--- src/common/drb_params.svh ---
// Purpose: constants for the ddr2 refresh and burst access core
// Assumes: included by its bare name
// Notes:   definitions only
`ifndef DRB_PARAMS_SVH
`define DRB_PARAMS_SVH

// ----------------------------------------------------------------
// mode register fields
// ----------------------------------------------------------------
`define DRB_BA_MR 2'h0
`define DRB_BA_EMR1 2'h1
`define DRB_MR_BL_MSB 2
`define DRB_MR_BL_LSB 0
`define DRB_MR_BT_BIT 3
`define DRB_MR_CL_MSB 6
`define DRB_MR_CL_LSB 4
`define DRB_EMR_AL_MSB 5
`define DRB_EMR_AL_LSB 3
`define DRB_AP_BIT 10
`define DRB_GRP8_MASK 10'h3f8
`define DRB_GRP4_MASK 10'h3fc
`define DRB_BL4_CODE 3'h2
`define DRB_BL8_CODE 3'h3

// ----------------------------------------------------------------
// reset values and limits
// ----------------------------------------------------------------
`define DRB_CL_RST 3'h3
`define DRB_CL_MIN 3'h3
`define DRB_AL_RST 3'h0
`define DRB_AL_MAX 3'h6
`define DRB_ROW_RST 12'h000

// ----------------------------------------------------------------
// timing taps
// ----------------------------------------------------------------
`define DRB_RD_TAP_OFS 4'h3
`define DRB_WR_TAP_OFS 4'h2
`define DRB_PAIR_LAST_BL4 2'h1
`define DRB_PAIR_LAST_BL8 2'h3

`endif

--- src/common/drb_pkg.sv ---
// Purpose: types shared by the ddr2 burst access core
// Assumes: nothing
// Notes:   constants live in drb_params.svh
package drb_pkg;

   typedef enum logic [3:0] {
      CMD_DESEL, CMD_NOP, CMD_MRS, CMD_REF, CMD_ACT, CMD_PRE, CMD_RD, CMD_WR, CMD_IGN
   } drb_cmd_e_t;

   typedef struct packed {
      logic vld;
      logic wr;
      logic [1:0] ba;
      logic [9:0] col;
   } drb_col_t;

   typedef struct packed {
      logic rd;
      logic wr;
      logic [1:0] ba;
      logic [9:0] col_rise;
      logic [9:0] col_fall;
      logic [15:0] wdata;
   } drb_arr_t;

endpackage : drb_pkg

--- src/core/drb_core.sv ---
// Purpose: command decode, refresh, posted column commands and burst data framing
// Assumes: command pins synchronous to sys_clk_i; one beat pair per clock on dq
// Notes:   dq carries {fall beat, rise beat}; the array answers reads combinationally
`timescale 1ns/1ps
`include "drb_params.svh"
module drb_core #(
   parameter int DEPTH = 12
) (
   input wire logic sys_clk_i,
   input wire logic reset_i,
   input wire logic cs_n_i,
   input wire logic ras_n_i,
   input wire logic cas_n_i,
   input wire logic we_n_i,
   input wire logic [1:0] ba_i,
   input wire logic [11:0] addr_i,
   input wire logic [15:0] dq_i,
   input wire logic [15:0] arr_rdata_i,
   output drb_pkg::drb_arr_t arr_o,
   output logic [15:0] dq_o,
   output logic dq_oe_o,
   output logic dqs_oe_o,
   output logic dqs_pre_o,
   output logic refresh_o,
   output logic [11:0] refresh_row_o,
   output logic [3:0] bank_open_o
);
   import drb_pkg::*;

   // ----------------------------------------------------------------
   // command decode
   // ----------------------------------------------------------------
   drb_cmd_e_t cmd;
   logic [3:0] pins;
   assign pins = {cs_n_i, ras_n_i, cas_n_i, we_n_i};

   // the stop pattern (ras, cas high, we low) has no meaning here
   always_comb begin
      case (pins)
         4'h0: cmd = CMD_MRS;
         4'h1: cmd = CMD_REF;
         4'h2: cmd = CMD_PRE;
         4'h3: cmd = CMD_ACT;
         4'h4: cmd = CMD_WR;
         4'h5: cmd = CMD_RD;
         4'h6: cmd = CMD_IGN;
         4'h7: cmd = CMD_NOP;
         default: cmd = CMD_DESEL;
      endcase
   end

   wire is_mrs = (cmd == CMD_MRS);
   wire is_ref = (cmd == CMD_REF);
   wire is_act = (cmd == CMD_ACT);
   wire is_pre = (cmd == CMD_PRE);
   wire is_col = (cmd == CMD_RD) || (cmd == CMD_WR);
   wire is_nop = (cmd == CMD_NOP);

   // ----------------------------------------------------------------
   // mode registers
   // ----------------------------------------------------------------
   logic bl8;
   logic interleave;
   logic [2:0] cl;
   logic [2:0] al;
   wire [2:0] bl_code = addr_i[`DRB_MR_BL_MSB:`DRB_MR_BL_LSB];
   wire [2:0] cl_field = addr_i[`DRB_MR_CL_MSB:`DRB_MR_CL_LSB];
   wire [2:0] al_field = addr_i[`DRB_EMR_AL_MSB:`DRB_EMR_AL_LSB];
   wire mr_load = is_mrs && (ba_i == `DRB_BA_MR);
   wire emr_load = is_mrs && (ba_i == `DRB_BA_EMR1);
   wire [2:0] next_cl = (cl_field < `DRB_CL_MIN) ? `DRB_CL_MIN : cl_field;
   wire [2:0] next_al = (al_field > `DRB_AL_MAX) ? `DRB_AL_MAX : al_field;

   // unsupported burst codes leave the previous length in force
   always_ff @(posedge sys_clk_i or posedge reset_i) begin
      if (reset_i) begin
         bl8 <= 1'b0;
         interleave <= 1'b0;
         cl <= `DRB_CL_RST;
         al <= `DRB_AL_RST;
      end else begin
         if (mr_load) begin
            if (bl_code == `DRB_BL8_CODE || bl_code == `DRB_BL4_CODE) begin
               bl8 <= (bl_code == `DRB_BL8_CODE);
            end
            interleave <= addr_i[`DRB_MR_BT_BIT];
            cl <= next_cl;
         end
         if (emr_load) begin
            al <= next_al;
         end
      end
   end

   // ----------------------------------------------------------------
   // refresh and bank state
   // ----------------------------------------------------------------
   logic [11:0] row_cnt;

   always_ff @(posedge sys_clk_i or posedge reset_i) begin
      if (reset_i) begin
         row_cnt <= `DRB_ROW_RST;
         refresh_o <= 1'b0;
         refresh_row_o <= `DRB_ROW_RST;
         bank_open_o <= 4'h0;
      end else begin
         refresh_o <= is_ref;
         if (is_ref) begin
            refresh_row_o <= row_cnt;
            row_cnt <= row_cnt + 12'h001;
            bank_open_o <= 4'h0;
         end else if (is_act) begin
            bank_open_o[ba_i] <= 1'b1;
         end else if (is_pre) begin
            if (addr_i[`DRB_AP_BIT]) begin
               bank_open_o <= 4'h0;
            end else begin
               bank_open_o[ba_i] <= 1'b0;
            end
         end
      end
   end

   // ----------------------------------------------------------------
   // posted column commands
   // ----------------------------------------------------------------
   // held by a delay line tapped at al + cl less a fixed offset; taps move with the latencies
   drb_col_t pipe [0:DEPTH-1];
   drb_col_t next_entry;
   assign next_entry = '{vld: is_col, wr: ~we_n_i, ba: ba_i, col: addr_i[9:0]};

   always_ff @(posedge sys_clk_i or posedge reset_i) begin
      if (reset_i) begin
         for (int i = 0; i < DEPTH; i++) begin
            pipe[i] <= '0;
         end
      end else begin
         pipe[0] <= next_entry;
         for (int i = 1; i < DEPTH; i++) begin
            pipe[i] <= pipe[i-1];
         end
      end
   end

   wire [3:0] rl = {1'b0, al} + {1'b0, cl};
   wire [3:0] rd_idx = rl - `DRB_RD_TAP_OFS;
   wire [3:0] wr_idx = rl - `DRB_WR_TAP_OFS;
   drb_col_t rd_tap;
   drb_col_t wr_tap;
   assign rd_tap = pipe[rd_idx];
   assign wr_tap = pipe[wr_idx];
   wire load_wr = wr_tap.vld && wr_tap.wr;
   wire load_rd = rd_tap.vld && !rd_tap.wr;

   // ----------------------------------------------------------------
   // burst engine
   // ----------------------------------------------------------------
   logic eng_act;
   logic eng_wr;
   logic eng_bl8;
   logic [1:0] eng_pair;
   logic [1:0] eng_ba;
   logic [9:0] eng_col;
   logic [9:0] col_rise;
   logic [9:0] col_fall;
   wire [1:0] pair_last = eng_bl8 ? `DRB_PAIR_LAST_BL8 : `DRB_PAIR_LAST_BL4;

   drb_burst_seq u_seq (
      .start_col_i(eng_col),
      .pair_i(eng_pair),
      .bl8_i(eng_bl8),
      .interleave_i(interleave),
      .col_rise_o(col_rise),
      .col_fall_o(col_fall)
   );

   // a new load simply restarts the engine: that is the only interruption
   always_ff @(posedge sys_clk_i or posedge reset_i) begin
      if (reset_i) begin
         eng_act <= 1'b0;
         eng_wr <= 1'b0;
         eng_bl8 <= 1'b0;
         eng_pair <= 2'h0;
         eng_ba <= 2'h0;
         eng_col <= 10'h000;
      end else if (load_wr || load_rd) begin
         eng_act <= 1'b1;
         eng_wr <= load_wr;
         eng_bl8 <= bl8;
         eng_pair <= 2'h0;
         eng_ba <= load_wr ? wr_tap.ba : rd_tap.ba;
         eng_col <= load_wr ? wr_tap.col : rd_tap.col;
      end else if (eng_act) begin
         eng_act <= (eng_pair != pair_last);
         eng_pair <= eng_pair + 2'h1;
      end
   end

   // ----------------------------------------------------------------
   // array access and data framing
   // ----------------------------------------------------------------
   wire next_pre = eng_act && !eng_wr && (eng_pair == 2'h0) && !arr_o.rd;

   always_ff @(posedge sys_clk_i or posedge reset_i) begin
      if (reset_i) begin
         arr_o <= '0;
         dq_o <= 16'h0000;
         dq_oe_o <= 1'b0;
         dqs_oe_o <= 1'b0;
         dqs_pre_o <= 1'b0;
      end else begin
         arr_o.rd <= eng_act && !eng_wr;
         arr_o.wr <= eng_act && eng_wr;
         arr_o.ba <= eng_ba;
         arr_o.col_rise <= col_rise;
         arr_o.col_fall <= col_fall;
         arr_o.wdata <= dq_i;
         dq_o <= arr_rdata_i;
         dq_oe_o <= arr_o.rd;
         dqs_pre_o <= next_pre;
         dqs_oe_o <= next_pre || arr_o.rd;
      end
   end

   // ----------------------------------------------------------------
   // checks
   // ----------------------------------------------------------------
   chk_refresh_row: assert property (@(posedge sys_clk_i) disable iff (reset_i)
      is_ref |=> refresh_o && (refresh_row_o == $past(row_cnt)))
      else $error("refresh row not taken from counter");

   chk_refresh_idle: assert property (@(posedge sys_clk_i) disable iff (reset_i)
      is_ref |=> (bank_open_o == 4'h0))
      else $error("banks not idle after refresh");

   chk_nop_hold: assert property (@(posedge sys_clk_i) disable iff (reset_i)
      is_nop |=> $stable(bank_open_o) && $stable(al) && $stable(cl) && !refresh_o && !pipe[0].vld)
      else $error("nop changed state");

   chk_deselect_ignored: assert property (@(posedge sys_clk_i) disable iff (reset_i)
      cs_n_i |=> !refresh_o && !pipe[0].vld && $stable(bank_open_o))
      else $error("deselect reached decoder");

   chk_burst_group: assert property (@(posedge sys_clk_i) disable iff (reset_i)
      (arr_o.rd || arr_o.wr) |-> ((((arr_o.col_rise ^ $past(eng_col)) | (arr_o.col_fall ^ $past(eng_col)))
         & ($past(eng_bl8) ? `DRB_GRP8_MASK : `DRB_GRP4_MASK)) == 10'h000))
      else $error("burst left its column group");

   chk_seq_order: assert property (@(posedge sys_clk_i) disable iff (reset_i)
      ((arr_o.rd || arr_o.wr) && !interleave) |-> (arr_o.col_fall[1:0] == arr_o.col_rise[1:0] + 2'h1))
      else $error("sequential order broken");

   chk_read_latency: assert property (@(posedge sys_clk_i) disable iff (reset_i)
      ((cmd == CMD_RD) && (rl == 4'h5)) |-> ##5 arr_o.rd ##1 dq_oe_o)
      else $error("read data not at read latency");

   chk_preamble_first: assert property (@(posedge sys_clk_i) disable iff (reset_i)
      dqs_pre_o |-> dqs_oe_o && !dq_oe_o ##1 dq_oe_o && dqs_oe_o && !dqs_pre_o)
      else $error("strobe preamble not one clock before data");

   chk_write_stops: assert property (@(posedge sys_clk_i) disable iff (reset_i)
      (!eng_act && !load_wr) |=> !arr_o.wr)
      else $error("write data taken after burst end");

   chk_al_range: assert property (@(posedge sys_clk_i) disable iff (reset_i)
      al <= `DRB_AL_MAX)
      else $error("additive latency out of range");

endmodule : drb_core

--- src/core/drb_burst_seq.sv ---
// Purpose: column addresses of one beat pair within a burst
// Assumes: pair counts 0..3 for eight beats, 0..1 for four
// Notes:   purely combinational
`timescale 1ns/1ps
module drb_burst_seq (
   input wire logic [9:0] start_col_i,
   input wire logic [1:0] pair_i,
   input wire logic bl8_i,
   input wire logic interleave_i,
   output logic [9:0] col_rise_o,
   output logic [9:0] col_fall_o
);

   function automatic logic [9:0] beat_col(input logic [9:0] st, input logic [2:0] idx,
                                           input logic b8, input logic il);
      logic [2:0] low;
      low = 3'h0;
      if (il) begin
         low = st[2:0] ^ idx;
      end else begin
         low[1:0] = st[1:0] + idx[1:0];
         low[2] = b8 ? (st[2] ^ idx[2]) : st[2];
      end
      beat_col = {st[9:3], low};
   endfunction : beat_col

   // the upper bits never change, so a burst stays in its aligned group
   assign col_rise_o = beat_col(start_col_i, {pair_i, 1'b0}, bl8_i, interleave_i);
   assign col_fall_o = beat_col(start_col_i, {pair_i, 1'b1}, bl8_i, interleave_i);

endmodule : drb_burst_seq

--- config.mk ---
export PLATFORM = sky130hd
export DESIGN_NAME = drb_core
export DESIGN_NICKNAME = d
export VERILOG_FILES = /design/src/common/drb_pkg.sv /design/src/core/drb_core.sv /design/src/core/drb_burst_seq.sv
export VERILOG_INCLUDE_DIRS = /design/src /design/src/common
export SDC_FILE = /design/constraint.sdc
export NUM_CORES = 1
export LEC_CHECK = 0
export BUFFER_PORTS_ARGS = -buffer_cell sky130_fd_sc_hd__buf_4
export CAP_MARGIN = 30
export CORE_MARGIN = 3
export CORE_UTILIZATION = 60
export CTS_CLUSTER_SIZE = 28
export DETAILED_ROUTE_END_ITERATION = 10
export HOLD_SLACK_MARGIN = 0.15
export PLACE_DENSITY = 0.93
export SYNTH_ARGS = -nofsm -noshare
export SYNTH_HDL_FRONTEND = slang
export SYNTH_SLANG_ARGS = --single-unit
--- constraint.sdc ---
create_clock -name sys_clk_i -period 14.95 [get_ports sys_clk_i]
set_input_delay 2.2425 -clock sys_clk_i [delete_from_list [all_inputs] [get_ports sys_clk_i]]
set_output_delay 2.2425 -clock sys_clk_i [all_outputs]
set_load 0.02 [all_outputs]
# Word-level counts from Yosys, hierarchy flattened
# Memories as Yosys holds them, arrays and structs flattened.
# Index checks and enable logic that the tools add are counted.
# totals
ff_bits,281
n_memories,1
rom_bits,32
wordCells,151
out_inout_bits,76
# memory_table
memory,words,word_bits,read_ports,rd_ports_with_merged_regs,wr,line,rtl
(name not given),8,4,1,0,0,drb_core.sv:39,case (pins)
# classes
order_cmp,6
n_mux,25
add_sub_neg,7
n_bitwise,9
eq_ne,10
reduce_logical,21
# op_table
cell,count
binary-select mux 14 bit (select 4 bit),2
two-way mux 14 bit,4
two-way mux 4 bit,5
equality test 4 x 3 -> 1 bit (second input constant),4
adder 12 x 1 -> 12 bit (second input constant),1
two-way mux 3 bit,4
greater-or-equal comparator 5 bit (second input constant),2
two-way mux 10 bit,1
NOT 4 -> 5 bit,2
logical AND 1 bit,9
equality test 4 x 2 -> 1 bit (second input constant),2
two-way mux 2 bit,4
subtractor 4 x 2 -> 4 bit (second input constant),2
equality test 3 x 2 -> 1 bit (second input constant),2
XOR 3 bit,2
adder 2 bit,2
adder 3 x 3 -> 4 bit,1
AND 4 bit,1
zero test 2 bit,2
logical OR 1 bit,4
two-way mux 1 bit,4
NOT 4 bit,1
OR 4 bit,1
> comparator 3 bit (second input constant),1
other kinds (13),15

# Longest topological paths before layout
# logic_depth
word_depth,10
mapped_depth,11
ltp_nobuf,9

# Modules after synthesis
# From an unflattened synthesis, not the netlist that was laid out.
# unflattened
hier_cells,806
hier_area_um2,11474.8
# by_module_without_submodules
mod,seq_area_each_um2,instances,area_each_um2,cells_each
drb_core,7034.2,1,11305.8,784
drb_burst_seq,0.0,1,168.9,22

# Worst setup path before layout
# OpenSTA, ideal clock, no wires.
# synth_timing
kind,input to register
start,input ras_n_i
end,register refresh_row_o[0]
arrival_ns,3.964
n_path_buf,1
setup_ns,0.125
cell_stages,6
setup_slack_ns,10.862
cell_sequence,inv_1 > ha_1 > or2_2 > a2111oi_0 > clkbuf_1 > mux2_2
# synth_via
elab_chain_len,3
# synth_rtl
item,line,rtl
from (decl),drb_core.sv:12,"input wire logic ras_n_i,"
memory (8 x 4 bit),-,
two-way mux 4 bit,drb_core.sv:39,
equality test 4 x 2 -> 1 bit,drb_core.sv:53,wire is_ref = (cmd == CMD_REF);
named net is_ref,drb_core.sv:53,
to (signal assigned),drb_core.sv:104,refresh_row_o <= `DRB_ROW_RST;
to (signal assigned),drb_core.sv:109,refresh_row_o <= row_cnt;
to (decl),drb_core.sv:25,"output logic [11:0] refresh_row_o,"
# The timed path passes the listed nets, and every way through them passes these cells.
# A chain may end at the register's enable or synchronous reset.

# Final worst setup path
# layout_timing
start,input ras_n_i
end,register row_cnt[7]
# layout_via
elab_chain_len,3
# layout_rtl
item,line,rtl
memory (8 x 4 bit),-,
two-way mux 4 bit,drb_core.sv:39,
equality test 4 x 2 -> 1 bit,drb_core.sv:53,
to (signal assigned),drb_core.sv:102,row_cnt <= `DRB_ROW_RST;
to (signal assigned),drb_core.sv:110,row_cnt <= row_cnt + 12'h001;
to (decl),drb_core.sv:98,logic [11:0] row_cnt;
# Every way passes these cells.

==> flow_summary.toml <==
[status]
status = "finished, final reports clean"

[sta]
rsz0062_at_grt = "false"
slew_headroom_pct = 38.0
worstMarginPinSlew_ns = 0.926
fmax_ghz = 0.258
holdWs_ns = 0.380
fin_worst_skew_ns = 0.0206
fin_setup_tns_ns = 0
period_share_pct = 26.0
setup_slack_ns = 11.07
setup_viol = 0
period_needed_ns = 3.88
drv_slew = 0
hold_viol = 0

[critical_path]
crit_fanout = 21
start_kind = "input port"
endpoint_kind = "flip-flop"
path_class = "in2reg"
path_common_cell = "buf_4"
worstPathArrival_ns = 4.29
crit_slowest_cell = "buf_4"
worstPathRequired_ns = 15.36
worst-path-buf-inv = 3
crit_family = "simple AND/OR/NAND/NOR gates"
path_cells = "buf_4 -> inv_1 -> ha_1 -> or2_2 -> a2111oi_2 -> buf_4 -> and4_1 -> and2_1 -> nand4_1 -> xnor2_1"
max_stage_delay_ns = 0.33

[die]
coreArea_um2 = 18100
start_util_pct = 61.7
die_h_um = 143
die-area_um2 = 20300
std_cell_rows = 49
die_x_um = 143
io_pins = 128

[cells_and_area]
layout.nets = 960
final-instance-count-excl-fill = 1144
fin_area_um2 = 13100
diodes = 0
regArea_um2 = 6830
final_core_util_pct = 72.2
drive_gt1_share_pct = 30.5
multiInputGateArea_um2 = 4060
nFillCells = 1152
syn2layout_area_growth_pct = 17.1

[detailed_routing]
wirelength_mm = 24.0
vias = 7160
drt_first_pass_iters = 5
drcViolationCount = 0
avgRoutedWirePerCell_um = 21.0
vias_per_cell = 6.26
dr.first_iter.drc_count = 802
drtAntennaViolNets = 0

[global_route]
grt.busiest_layer = "met2"
met1_usage_pct = 33.1
grt_pass1_wl_mm = 39.4
grtUsageMet2_pct = 39.9
first_global_vias = 7477
antenna_found_initial = 0
grt_max_degree = 135
use_met3_pct = 5.43
grt.total_usage_pct = 24.3
grt-ovfl-total = 0

[logic_synthesis]
yosysUniqueCellTypes = 66
netlist_instances = 785
syn-cell-area_um2 = 11200
synth_top_area_share_pct = 60.6
yosys_warnings = 0
synth_flop_cell = "dfrtp_1"
synth_area_per_cell_um2 = 14.3
synth_edf_count = 0
yosysTopAreaCell = "dfrtp_1"
synth_area_leaders = "dfrtp_1 61%, mux4_2 11%, nand2_1 2.6%"
async_flop_share_pct = 100
synth_nets = 847
ys_seq_elements = 273
ys_seq_area_share_pct = 61.0

[power]
p_sw_share_pct = 35.8
vdd_ir_drop_max_uv = 124
power.density_nw_per_um2 = 196
p_leak_nw = 5.84
p_int_mw = 1.65
finalPower_mw = 2.57
p_comb_share_pct = 40.5
clockPowerShare_pct = 24.8
seq_power_share_pct = 34.7
switchingPower_mw = 0.922

[clock_tree]
clock_sinks = 273
clkTransAtPathRegs_ns = 0.06
cts_setup_buffers = 0
cts_tree = "yes"
cts_buffer_depth = 3
root_buffer = "clkbuf_16"
cts-resized-gates = 0
ctsHtreeMaxLevel = 1
holdBufCountCts = 0
clkLatencyLatePin_ns = 0.54
cts_buffers = 27

[placed_design]
pre_cts_ws_ns = 10.52
gp_congestion = 0.805
hpwl_mm = 14.4
io_buffers = 126
dp_cells = 1097
dpl_cell_area_um2 = 12300

[run]
maxCapViolations = 0

[hold_path]
hold_class = "reg2reg"
[per-layer routing]
metal | wire, µm | vias to the layer above
li1 | - | 3085
met1 | 9200 | 3646
met2 | 12100 | 375
met3 | 2140 | 54
met4 | 588 | 0
met5 | 0 | -
[Yosys cell counts (4+ instances only)]
master,n
a211oi_1,5
a21oi_1,25
a311o_1,13
and2_1,4
buf_1,5
buf_2,16
buf_4,13
buf_6,5
clkbuf_1,14
dfrtp_1,271
ha_1,9
inv_1,11
mux2_2,18
mux2i_1,20
mux4_2,56
nand2_1,77
nand2b_1,7
nand3_1,28
nor2_1,29
nor2b_1,11
nor3_1,4
o211a_1,4
o211ai_1,30
o21ai_0,31
o21ai_1,5
o2bb2ai_2,7
xnor2_1,11
xor2_1,7
[placed cells by master, fill, tap and decap left out, types with 5 or more instances in the layout]
cell type / instances
nor2b_1: 11
xor2_1: 7
dfrtp_1: 271
o2bb2ai_2: 7
a21oi_1: 25
clkbuf_1: 9
buf_4: 136
nand2b_1: 7
clkbuf_16: 27
o21ai_1: 5
mux4_2: 56
ha_1: 7
inv_1: 10
nand3_1: 28
o211ai_1: 30
clkbuf_8: 8
a311o_1: 13
a211oi_1: 5
mux2i_1: 20
o21ai_0: 31
xnor2_1: 10
mux2_2: 18
nor2_1: 29
nand2_1: 77
[final timing paths]
| path | start | to | slack [ns] | cells past startpoint |
|---|---|---|---|---|
| worst max-delay path | ras_n_i | row_cnt[7] | 11.07 | 10 |
| worst min-delay path | eng_col[9] | arr_o[25] | 0.38 | 0 |
| worst max register to register | al[0] | eng_bl8 | 11.10 | 8 |
| worst min register to register | eng_col[9] | arr_o[25] | 0.38 | 0 |
| max in group asynchronous | reset_i | arr_o[17] | 11.74 | 3 |
| min in group asynchronous | reset_i | pipe[25] | 1.92 | 2 |
[state kept, by name (all words and copies together) (netlist names), 2 cells and up]
register	count
arr_o	32
cl	3
al	3
row_cnt	12
eng_pair	2
eng_col	10
pipe	168
bank_open_o	4
eng_ba	2
refresh_row_o	12
dq_o	16
[cell families (layout without fill, tap and decap cells)]
family                     Yosys count  count (layout)  share of synthesized area (%)
adders and majority gates           10              10                           1.18
muxes                               99              99                           15.9
xor gates and xnor gates            21              21                           2.02
and+or+nand+nor                    185             185                           8.11
buffers and inverters               65             195                           3.13
AOI/OAI and AO/OA                  132             132                           8.63
DFF                                273             273                           61.0
[power by group through the flow]
stage                     Clock (mW)  Sequential [mW]  Combinational [mW]
after detailed placement           0            0.904                1.02
final                          0.639            0.892                1.04
after global routing           0.680            0.903                1.12
after global placement             0            0.897               0.992
after CTS                      0.650            0.892                1.04
after floorplan                    0            0.926               0.758
[layout make-up]
type | instances | area share (%)
multi-input combinational | 447 | 30.9
inverter | 12 | 0.401
clock inverter | 2 | 0.105
clock buffer | 44 | 6.25
timing repair buffer | 137 | 8.00
sequential | 273 | 52.1
tap | 229 | 2.19
Note: power is estimated with default switching activity, not from simulation.
